--- src/lrd_pkg.sv ---
// Package for the line receiver decode and loss-of-signal block
package lrd_pkg;
   // Register map, byte addresses
   localparam logic [7:0] LRD_ADDR_CTRL   = 8'h00;
   localparam logic [7:0] LRD_ADDR_STATUS = 8'h04;
   localparam logic [7:0] LRD_ADDR_FREQ   = 8'h08;
   // Control bit positions
   localparam int CTL_EQ    = 0;
   localparam int CTL_MON   = 1;
   localparam int CTL_THR   = 2;
   localparam int CTL_ADIS  = 3;
   localparam int CTL_DDIS  = 4;
   localparam int CTL_MUTE  = 5;
   localparam int CTL_SFM   = 6;
   localparam int CTL_DUAL  = 7;
   localparam int CTL_RATE0 = 8;
   localparam int CTL_WIDTH = 10;
   localparam logic [CTL_WIDTH-1:0] CTL_RESET = 10'h001;
   // Status bit positions
   localparam int ST_LOL  = 0;
   localparam int ST_DLOS = 1;
   localparam int ST_ALOS = 2;
   localparam int ST_RLOS = 3;
   // Rate codes
   localparam logic [1:0] RATE_DS3  = 2'h0;
   localparam logic [1:0] RATE_STS1 = 2'h1;
   localparam logic [1:0] RATE_E3   = 2'h2;
   // Loss-of-signal counts, in line bit periods
   localparam logic [7:0] DLOS_ZEROS  = 8'd175;
   localparam logic [7:0] DLOS_WINDOW = 8'd175;
   localparam logic [7:0] DLOS_PULSES = 8'd58; // Just above 33 percent
   localparam logic [7:0] E3_LOS_UI   = 8'd32;
   // Lock tolerance: 0.5 percent as one part in 200
   localparam int LOCK_PPT_DIV = 200;
   localparam logic [15:0] FREQ_WIN = 16'd4000; // Reference ticks per window
   // Zero runs that a substitution replaces: B3ZS, HDB3
   localparam int B3ZS_RUN = 3;
   localparam int HDB3_RUN = 4;
   // Line symbol bundle
   typedef struct packed {
      logic pos;
      logic neg;
   } lrd_sym_t;
   // Selections for the recovered clock output
   typedef enum logic [2:0] {
      CKS_LINE  = 3'b001,
      CKS_REF   = 3'b010,
      CKS_SYNTH = 3'b100
   } lrd_cksel_t;
endpackage

--- src/lrd_line_receiver.sv ---
// Receive back end: control, lock, decoder, loss of signal, muting
//
// Our own choices: the placing of the registers and the address-and-strobe port.
`timescale 1ns/1ns
// Summary of operation
// Equalizer enable control steers equalizer path
// Controller disables equalizer for short hot pulses; not done here, equalizerEnable only follows cfg[CTL_EQ]
// Monitor gain bit or pin enables gain
// Declare lock loss on absence or offset
// Lock loss outputs reference clock
// Lock present outputs recovered line clock
// Decode B3ZS or HDB3 by rate
// Pulse code violation on bad bipolar, zeros
// Dual-rail format bypasses decoder
// Digital loss after 175 consecutive zeros
// Clear digital loss above 33 percent density
// Analog loss status reported, threshold selected
// Receive loss is digital OR analog
// Both disables turn off loss detection
// E3 loss after run below threshold
// E3 loss clears within 10-255 UI
// Loss selects reference or synthesized clock
// Mute data during loss when enabled
// Resume data after loss clears
// Host select chooses registers over pins
// Zero-run counter restarts on each pulse
module lrd_line_receiver
   import lrd_pkg::*;
(
   input  wire logic                  core_clk,       // System clock
   input  wire logic                  rst_n,          // Sync reset
   input  wire logic [7:0]            regAddr,        // Register address
   input  wire logic [31:0]           regWdata,       // Write data
   input  wire logic                  regWr,          // Write strobe
   input  wire logic                  regRd,          // Read strobe
   output logic [31:0]                regRdata,       // Read data
   input  wire logic                  selectA,        // High: host mode
   input  wire logic [lrd_pkg::CTL_WIDTH-1:0] ctlPins, // Hardware pins
   input  wire lrd_pkg::lrd_sym_t     lineSym,        // Retimed symbol
   input  wire logic                  lineBitStb,     // One per bit
   input  wire logic                  signalPresent,  // Analog detect
   input  wire logic                  analogBelow,    // Below threshold
   input  wire logic                  refTick,        // Reference tick
   input  wire logic                  recTick,        // Recovered tick
   output logic                       equalizerEnable,   // Eq in path
   output logic                       monitorGainEnable, // Extra gain
   output logic                       losThresholdSelect, // Thr pick
   output lrd_pkg::lrd_cksel_t        clockSelect,    // Clock source
   output logic                       lockLoss,       // Loss of lock
   output logic                       receiveLos,     // Receive LOS
   output logic                       codeViolationPulse, // Violation
   output lrd_pkg::lrd_sym_t          rxData          // Output data
);
   import lrd_pkg::*;

   // Pin inputs through three flops
   logic [2:0] selSync;
   logic [2:0] presSync;
   logic [2:0] belowSync;
   logic [2:0] refSync;
   logic [2:0] recSync;
   logic [CTL_WIDTH-1:0] pin1, pin2, pin3;
   always_ff @(posedge core_clk) begin
      selSync   <= {selSync[1:0], selectA};
      presSync  <= {presSync[1:0], signalPresent};
      belowSync <= {belowSync[1:0], analogBelow};
      refSync   <= {refSync[1:0], refTick};
      recSync   <= {recSync[1:0], recTick};
      pin1 <= ctlPins;
      pin2 <= pin1;
      pin3 <= pin2;
   end

   // Filtered levels accepted when second and third agree
   logic hostMode_reg, present_reg, below_reg;
   logic [CTL_WIDTH-1:0] pins_reg;
   always_ff @(posedge core_clk) begin
      if (!rst_n) begin
         hostMode_reg <= 1'b0;
         present_reg  <= 1'b0;
         below_reg    <= 1'b0;
         pins_reg     <= CTL_RESET;
      end else begin
         if (selSync[1] == selSync[2]) hostMode_reg <= selSync[2];
         if (presSync[1] == presSync[2]) present_reg <= presSync[2];
         if (belowSync[1] == belowSync[2]) below_reg <= belowSync[2];
         if (pin2 == pin3) pins_reg <= pin3;
      end
   end

   // Control register written by software
   logic [CTL_WIDTH-1:0] ctl_reg;
   always_ff @(posedge core_clk) begin
      if (!rst_n)
         ctl_reg <= CTL_RESET;
      else if (regWr && regAddr == LRD_ADDR_CTRL)
         ctl_reg <= regWdata[CTL_WIDTH-1:0];
   end

   // Effective configuration source
   logic [CTL_WIDTH-1:0] cfg;
   assign cfg = hostMode_reg ? ctl_reg : pins_reg;
   logic [1:0] rate;
   assign rate = cfg[CTL_RATE0 +: 2];
   logic isE3;
   assign isE3 = (rate == RATE_E3);

   always_ff @(posedge core_clk) begin
      if (!rst_n) begin
         equalizerEnable    <= 1'b0;
         monitorGainEnable  <= 1'b0;
         losThresholdSelect <= 1'b0;
      end else begin
         equalizerEnable    <= cfg[CTL_EQ];
         monitorGainEnable  <= hostMode_reg ?
            (ctl_reg[CTL_MON] | pins_reg[CTL_MON]) : pins_reg[CTL_MON];
         losThresholdSelect <= cfg[CTL_THR];
      end
   end

   // Frequency compare over a window of reference ticks
   function automatic logic [15:0] absDiff(input logic [15:0] a,
                                           input logic [15:0] b);
      absDiff = (a > b) ? a - b : b - a;
   endfunction
   logic refEdge, recEdge;
   assign refEdge = refSync[1] & ~refSync[2];
   assign recEdge = recSync[1] & ~recSync[2];
   logic [15:0] refCnt_reg, recCnt_reg;
   logic freqBad_reg;
   always_ff @(posedge core_clk) begin
      if (!rst_n) begin
         refCnt_reg  <= 16'h0000;
         recCnt_reg  <= 16'h0000;
         freqBad_reg <= 1'b1;
      end else if (refEdge && refCnt_reg == FREQ_WIN - 16'd1) begin
         freqBad_reg <= absDiff(recCnt_reg + 16'(recEdge), FREQ_WIN)
                        > 16'(FREQ_WIN / LOCK_PPT_DIV);
         refCnt_reg  <= 16'h0000;
         recCnt_reg  <= 16'h0000;
      end else begin
         refCnt_reg <= refCnt_reg + 16'(refEdge);
         recCnt_reg <= recCnt_reg + 16'(recEdge);
      end
   end

   // Loss of lock
   always_ff @(posedge core_clk) begin
      if (!rst_n) lockLoss <= 1'b1;
      else        lockLoss <= ~present_reg | freqBad_reg;
   end

   // Shortest zero gap ahead of the V of a valid substitution
   function automatic logic [1:0] minGap(input logic e3);
      minGap = e3 ? 2'(HDB3_RUN - 2) : 2'(B3ZS_RUN - 2);
   endfunction

   // Zeros already counted when a bit makes the run excessive
   function automatic logic [7:0] runLimit(input logic e3);
      runLimit = e3 ? 8'(HDB3_RUN - 1) : 8'(B3ZS_RUN - 1);
   endfunction

   // Decoder: zero run and bipolar history
   logic mark;
   assign mark = lineSym.pos ^ lineSym.neg;
   logic lastPol_reg;    // Polarity of last pulse, 1 = positive
   logic [7:0] zeroRun_reg;
   logic [1:0] gap_reg;  // Zeros since last pulse, saturating
   logic cv_next, isViol, goodViol;
   assign isViol   = mark && (lineSym.pos == lastPol_reg);
   // A V after too short a gap cannot close a substitution
   assign goodViol = isViol && (gap_reg >= minGap(isE3));
   always_comb begin
      cv_next = 1'b0;
      if (lineBitStb && !cfg[CTL_DUAL]) begin
         if (lineSym.pos && lineSym.neg)
            cv_next = 1'b1;
         else if (isViol)
            cv_next = !goodViol;
         else if (!mark)
            cv_next = (zeroRun_reg == runLimit(isE3));
      end
   end
   always_ff @(posedge core_clk) begin
      if (!rst_n) begin
         lastPol_reg <= 1'b0;
         gap_reg     <= 2'h0;
         codeViolationPulse <= 1'b0;
      end else begin
         codeViolationPulse <= cv_next;
         if (lineBitStb) begin
            if (mark) begin
               lastPol_reg <= lineSym.pos;
               gap_reg     <= 2'h0;
            end else if (gap_reg != 2'h3)
               gap_reg <= gap_reg + 2'h1;
         end
      end
   end

   // Zero-run counter, restarts on every pulse
   always_ff @(posedge core_clk) begin
      if (!rst_n) zeroRun_reg <= 8'h00;
      else if (lineBitStb) begin
         if (mark) zeroRun_reg <= 8'h00;
         else if (zeroRun_reg != 8'hff)
            zeroRun_reg <= zeroRun_reg + 8'h01;
      end
   end

   // Substitution removal: decoded marks wait in a short line so
   // that the B leading a B0V or B00V is erased when its V arrives
   logic [HDB3_RUN-1:0] hist_reg;   // Newest bit in position 0
   logic [HDB3_RUN-1:0] histClr;
   always_comb begin
      histClr = hist_reg;
      if (goodViol && gap_reg == minGap(isE3))
         histClr[gap_reg] = 1'b0;
   end

   // History shifts once per line bit; violations enter as zeros
   always_ff @(posedge core_clk) begin
      if (!rst_n)
         hist_reg <= '0;
      else if (lineBitStb)
         hist_reg <= {histClr[HDB3_RUN-2:0], mark & ~isViol};
   end

   // Decoded output: fixed delay of one HDB3 substitution length
   lrd_sym_t dec_next;
   always_comb begin
      if (cfg[CTL_DUAL])
         dec_next = lineSym;
      else
         dec_next = '{pos: hist_reg[HDB3_RUN-1], neg: 1'b0};
   end

   // Digital LOS with density window
   logic dlos_reg;
   logic [7:0] winCnt_reg, pulseCnt_reg;
   always_ff @(posedge core_clk) begin
      if (!rst_n) begin
         dlos_reg     <= 1'b1;
         winCnt_reg   <= 8'h00;
         pulseCnt_reg <= 8'h00;
      end else if (lineBitStb) begin
         if (!dlos_reg) begin
            winCnt_reg   <= 8'h00;
            pulseCnt_reg <= 8'h00;
            if (!mark && zeroRun_reg == DLOS_ZEROS - 8'd1)
               dlos_reg <= 1'b1;
         end else if (winCnt_reg == DLOS_WINDOW - 8'd1) begin
            if (pulseCnt_reg + 8'(mark) > DLOS_PULSES)
               dlos_reg <= 1'b0;
            winCnt_reg   <= 8'h00;
            pulseCnt_reg <= 8'h00;
         end else begin
            winCnt_reg   <= winCnt_reg + 8'h01;
            pulseCnt_reg <= pulseCnt_reg + 8'(mark);
         end
      end
   end

   // E3 LOS: count a run of bits with the below-threshold level changed, restarting on any bit that matches
   logic e3los_reg;
   logic [7:0] e3Cnt_reg;
   always_ff @(posedge core_clk) begin
      if (!rst_n) begin
         e3los_reg <= 1'b1;
         e3Cnt_reg <= 8'h00;
      end else if (lineBitStb) begin
         if (below_reg == e3los_reg)
            e3Cnt_reg <= 8'h00;
         else if (e3Cnt_reg == E3_LOS_UI - 8'd1) begin
            e3los_reg <= below_reg;
            e3Cnt_reg <= 8'h00;
         end else
            e3Cnt_reg <= e3Cnt_reg + 8'h01;
      end
   end

   // Combined LOS
   logic losOff, alos, losNow;
   assign losOff = cfg[CTL_ADIS] & cfg[CTL_DDIS];
   assign alos   = below_reg;
   assign losNow = ~losOff & (isE3 ? e3los_reg : (dlos_reg | alos));
   always_ff @(posedge core_clk) begin
      if (!rst_n) receiveLos <= 1'b0;
      else        receiveLos <= losNow;
   end

   // Clock select
   always_ff @(posedge core_clk) begin
      if (!rst_n)
         clockSelect <= CKS_REF;
      else if (receiveLos)
         clockSelect <= cfg[CTL_SFM] ? CKS_SYNTH : CKS_REF;
      else if (lockLoss)
         clockSelect <= CKS_REF;
      else
         clockSelect <= CKS_LINE;
   end

   // Data output with muting
   always_ff @(posedge core_clk) begin
      if (!rst_n)
         rxData <= '0;
      else if (lineBitStb) begin
         if (losNow && cfg[CTL_MUTE])
            rxData <= '0;
         else
            rxData <= dec_next;
      end
   end

   // Register read
   always_ff @(posedge core_clk) begin
      if (!rst_n)
         regRdata <= 32'h0000_0000;
      else if (regRd) begin
         unique case (regAddr)
            LRD_ADDR_CTRL:   regRdata <= {22'h0, ctl_reg};
            LRD_ADDR_STATUS: regRdata <= {28'h0, receiveLos, alos,
                                          dlos_reg, lockLoss};
            LRD_ADDR_FREQ:   regRdata <= {16'h0, recCnt_reg};
            default:         regRdata <= 32'h0000_0000;
         endcase
      end else
         regRdata <= 32'h0000_0000;
   end
endmodule

--- config.mk ---
export PLATFORM = sky130hd
export DESIGN_NAME = lrd_line_receiver
export DESIGN_NICKNAME = d
export VERILOG_FILES = /design/src/lrd_pkg.sv /design/src/lrd_line_receiver.sv
export SDC_FILE = /design/constraint.sdc
export NUM_CORES = 1
export LEC_CHECK = 0
export ABC_CLOCK_PERIOD_IN_PS = 8039
export BUFFER_PORTS_ARGS = -buffer_cell sky130_fd_sc_hd__buf_2
export CAP_MARGIN = 20
export CORE_UTILIZATION = 35
export DETAILED_ROUTE_END_ITERATION = 8
export GPL_TIMING_DRIVEN = 0
export PLACE_DENSITY_LB_ADDON = 0.08
export SLEW_MARGIN = 0
export SYNTH_ARGS = -nofsm -noshare
export SYNTH_HDL_FRONTEND = slang
export SYNTH_SLANG_ARGS = --single-unit
--- constraint.sdc ---
create_clock -name core_clk -period 8.04 [get_ports core_clk]
set_input_delay 2.412 -clock core_clk [delete_from_list [all_inputs] [get_ports core_clk]]
set_output_delay 2.412 -clock core_clk [all_outputs]
set_load 0.1 [all_outputs]
==> reports/metrics.yaml <==
outcome:
  status: "complete, no violations"
pwr:
  power_leakage_uw: 0.00337
  power_uw: 1770
  irDropWorstVdd_mv: 0.133
  powerDensity_mw_per_mm2: 211
yosys:
  synth_area_sq_mm: 0.00712
  synth.ff_latch_count: 169
  synth_warnings: 0
  synth_ff_type: "dfxtp_1"
  ys_seq_area_frac: 0.475
  synthArstFlopShare: 0
  synth_edf_count: 0
  syn_area_per_cell_sq_um: 9.12
  synth_cell_types: 61
  synthCells: 780
floorplanning:
  die_h_um: 145
  core_sq_mm: 0.0197
  ioPinCount: 105
  start_util: 0.361
  die_w_um: 145
  dieArea_sq_mm: 0.0209
  rows: 51
finish:
  final_cell_mix: "dfxtp_1, nor2_1, buf_2"
  drive_above_1_share: 0.150
  diodes: 0
  area_growth_pct: 17.9
  stdcell_count: 1156
  regArea_sq_mm: 0.00338
  multi_input_area_sq_mm: 0.00348
  final_common_cell: "dfxtp_1"
  fillerInstances: 1945
  num-nets-final: 961
clock_network:
  cts_setup_buffers: 0
  clockBufferDepth: 2
  post_cts_resized: 0
  root_buffer: "clkbuf_16"
  cts.sinks: 169
  numCtsBuffers: 17
  clk_transition_reported_paths_ns: 0.07
  cts_tree: "built"
  clock_latency_ns: 0.43
  ctsHoldBuffers: 0
  htreeDepth: 4
setup_path:
  cpMostUsedCell: "ha_1"
  r2r_cells: 14
  crit_fanout: 8
  crit_chain: "buf_2 -> ha_1 -> ha_1 -> ha_1 -> xor2_1 -> a21oi_1 -> nor3b_1 -> maj3_1 -> o21ai_0 -> a21oi_1 -> o21ai_0"
  r2r_start: "recSync[1]"
  regToRegSetupSlack_ns: 4.10
  critPathCaptureType: "flip-flop"
  r2r-end: "freqBad_reg"
  slowest_delay_ns: 0.40
  crit_type: "in2reg"
  slowest_stage: "ha_1"
  arrival_ns: 4.61
  cp.required_ns: 8.38
  worstSetupStartpointType: "primary input"
drt:
  first_pass_iters: 5
  drc: 0
  wl_per_cell_um: 14.5
  drt_iter0_markers: 261
  vias: 5722
  drt-total-wl_mm: 16.7
  final_antenna_net_count: 0
  vias_per_cell: 4.95
sta:
  finalCritPeriodShare: 0.531
  tightestPinTransition_ns: 0.745
  finalCriticalPeriod_ns: 4.27
  slew_headroom: 0.504
  setup_viol: 0
  rsz0062_at_grt: "no"
  finalClockSkew_ns: 0.0110
  setup_tns_ns: 0
  hold_ws_ns: 0.327
  slew_viol_final: 0
  fmax_mhz: 234
  final_hold_viol_count: 0
grt:
  grt_antenna_before_repair: 0
  grt_use_total: 0.170
  grt_pass1_wl_mm: 27.0
  first_global_vias: 5365
  grt_overflow: 0
  grt_start_max_net_pins: 17
placed_design:
  placedCellCount: 1124
  gp_congestion: 0.835
  port_buffers: 64
  hpwl_mm: 12.4
min_path:
  holdPathStages: 0
  hold_class: "reg2reg"
  hold_start: "presSync[0]"
  holdPathEnd: "presSync[1]"
job:
  maxCapViolCount: 0
## cell usage after synthesis, types with 3 or more instances
cell        n  area (sq um)
a31oi_1     6          37.5
xor2_1     32           280
nor3b_1    11          82.6
o21ai_0    38           190
and4_1      6          52.6
nand4_1    11          68.8
and2_1      7          43.8
nor3_1     16          80.1
nor4_1     12          75.1
a21o_1      3          22.5
or2_2       5          31.3
inv_1      16          60.1
mux2_2      5          56.3
o31ai_1     4          30.0
nor2b_1     4          25.0
or3_1       5          31.3
mux2i_1    37           370
dfxtp_1   169          3380
a21oi_1    36           180
a211o_1     3          26.3
xnor2_1    18           158
ha_1       21           263
o211ai_1    6          45.0
and3_1     18           113
nand2_1    52           195
nand3_1    37           185
nor4b_1     5          43.8
nor2_1    116           435
buf_4      17           128
clkbuf_1   23          86.3
## per-stage QoR
stage / util / setup WS, ns / cell area (sq um)
after CTS: 0.425 / 3.78 / 8390
final: 0.425 / 3.77 / 8390
after detailed placement: 0.397 / 3.33 / 7820
after global routing: 0.425 / 3.57 / 8390
after global placement: 0.397 / 3.34 / 7820
after floorplan: - / 3.80 / 7170
## power by group
part | total (uW) | leakage (uW) | internal (uW) | switching [uW]
Clock | 778 | 0.000273 | 421 | 356
Sequential | 869 | 0.00138 | 856 | 12.6
Combinational | 126 | 0.00172 | 36.6 | 88.9
## kinds of logic after synthesis
logic type      synth area share
compound gates             0.101
flops                      0.475
buf+inv                   0.0429
xor+xnor                  0.0615
simple gates               0.220
fa+ha+maj                 0.0383
other cells             0.000527
mux                       0.0600
## metal layers
metal / vias to the layer above / part of all wire / global-route usage
li1: 2896 / - / -
met1: 2650 / 0.51 / 0.229
met2: 151 / 0.42 / 0.258
met3: 25 / 0.051 / 0.0381
met4: 0 / 0.020 / 0.0753
met5: - / 0 / 0
## layout make-up
| cell class | instances | area share |
|---|---|---|
| Sequential cell | 169 | 0.403 |
| Multi-Input combinational cell | 563 | 0.415 |
| Clock inverter | 12 | 0.0130 |
| Clock buffer | 20 | 0.0544 |
| Tap cell | 265 | 0.0395 |
| Buffer | 46 | 0.0288 |
| Timing Repair Buffer | 64 | 0.0382 |
| Inverter | 17 | 0.00761 |
## worst max-delay path by stage
| stage | endpoint | startpoint |
|---|---|---|
| finish | dlos_reg | lineSym[1] |
| global route | dlos_reg | lineSym[1] |
| CTS | dlos_reg | lineSym[1] |
| detailed placement | dlos_reg | lineSym[1] |
| global placement | dlos_reg | lineSym[0] |
| floorplan | dlos_reg | lineSym[0] |
## critical path: cells and delay by family
kind	cells	cell delay [ns]
AND/OR/NAND/NOR	1	0.07
buffers and inverters	1	0.13
AO/OA/AOI/OAI	4	0.59
adder cells (fa/ha/maj)	4	1.25
XOR/XNOR	1	0.15
(Power assumes the default switching activity.)
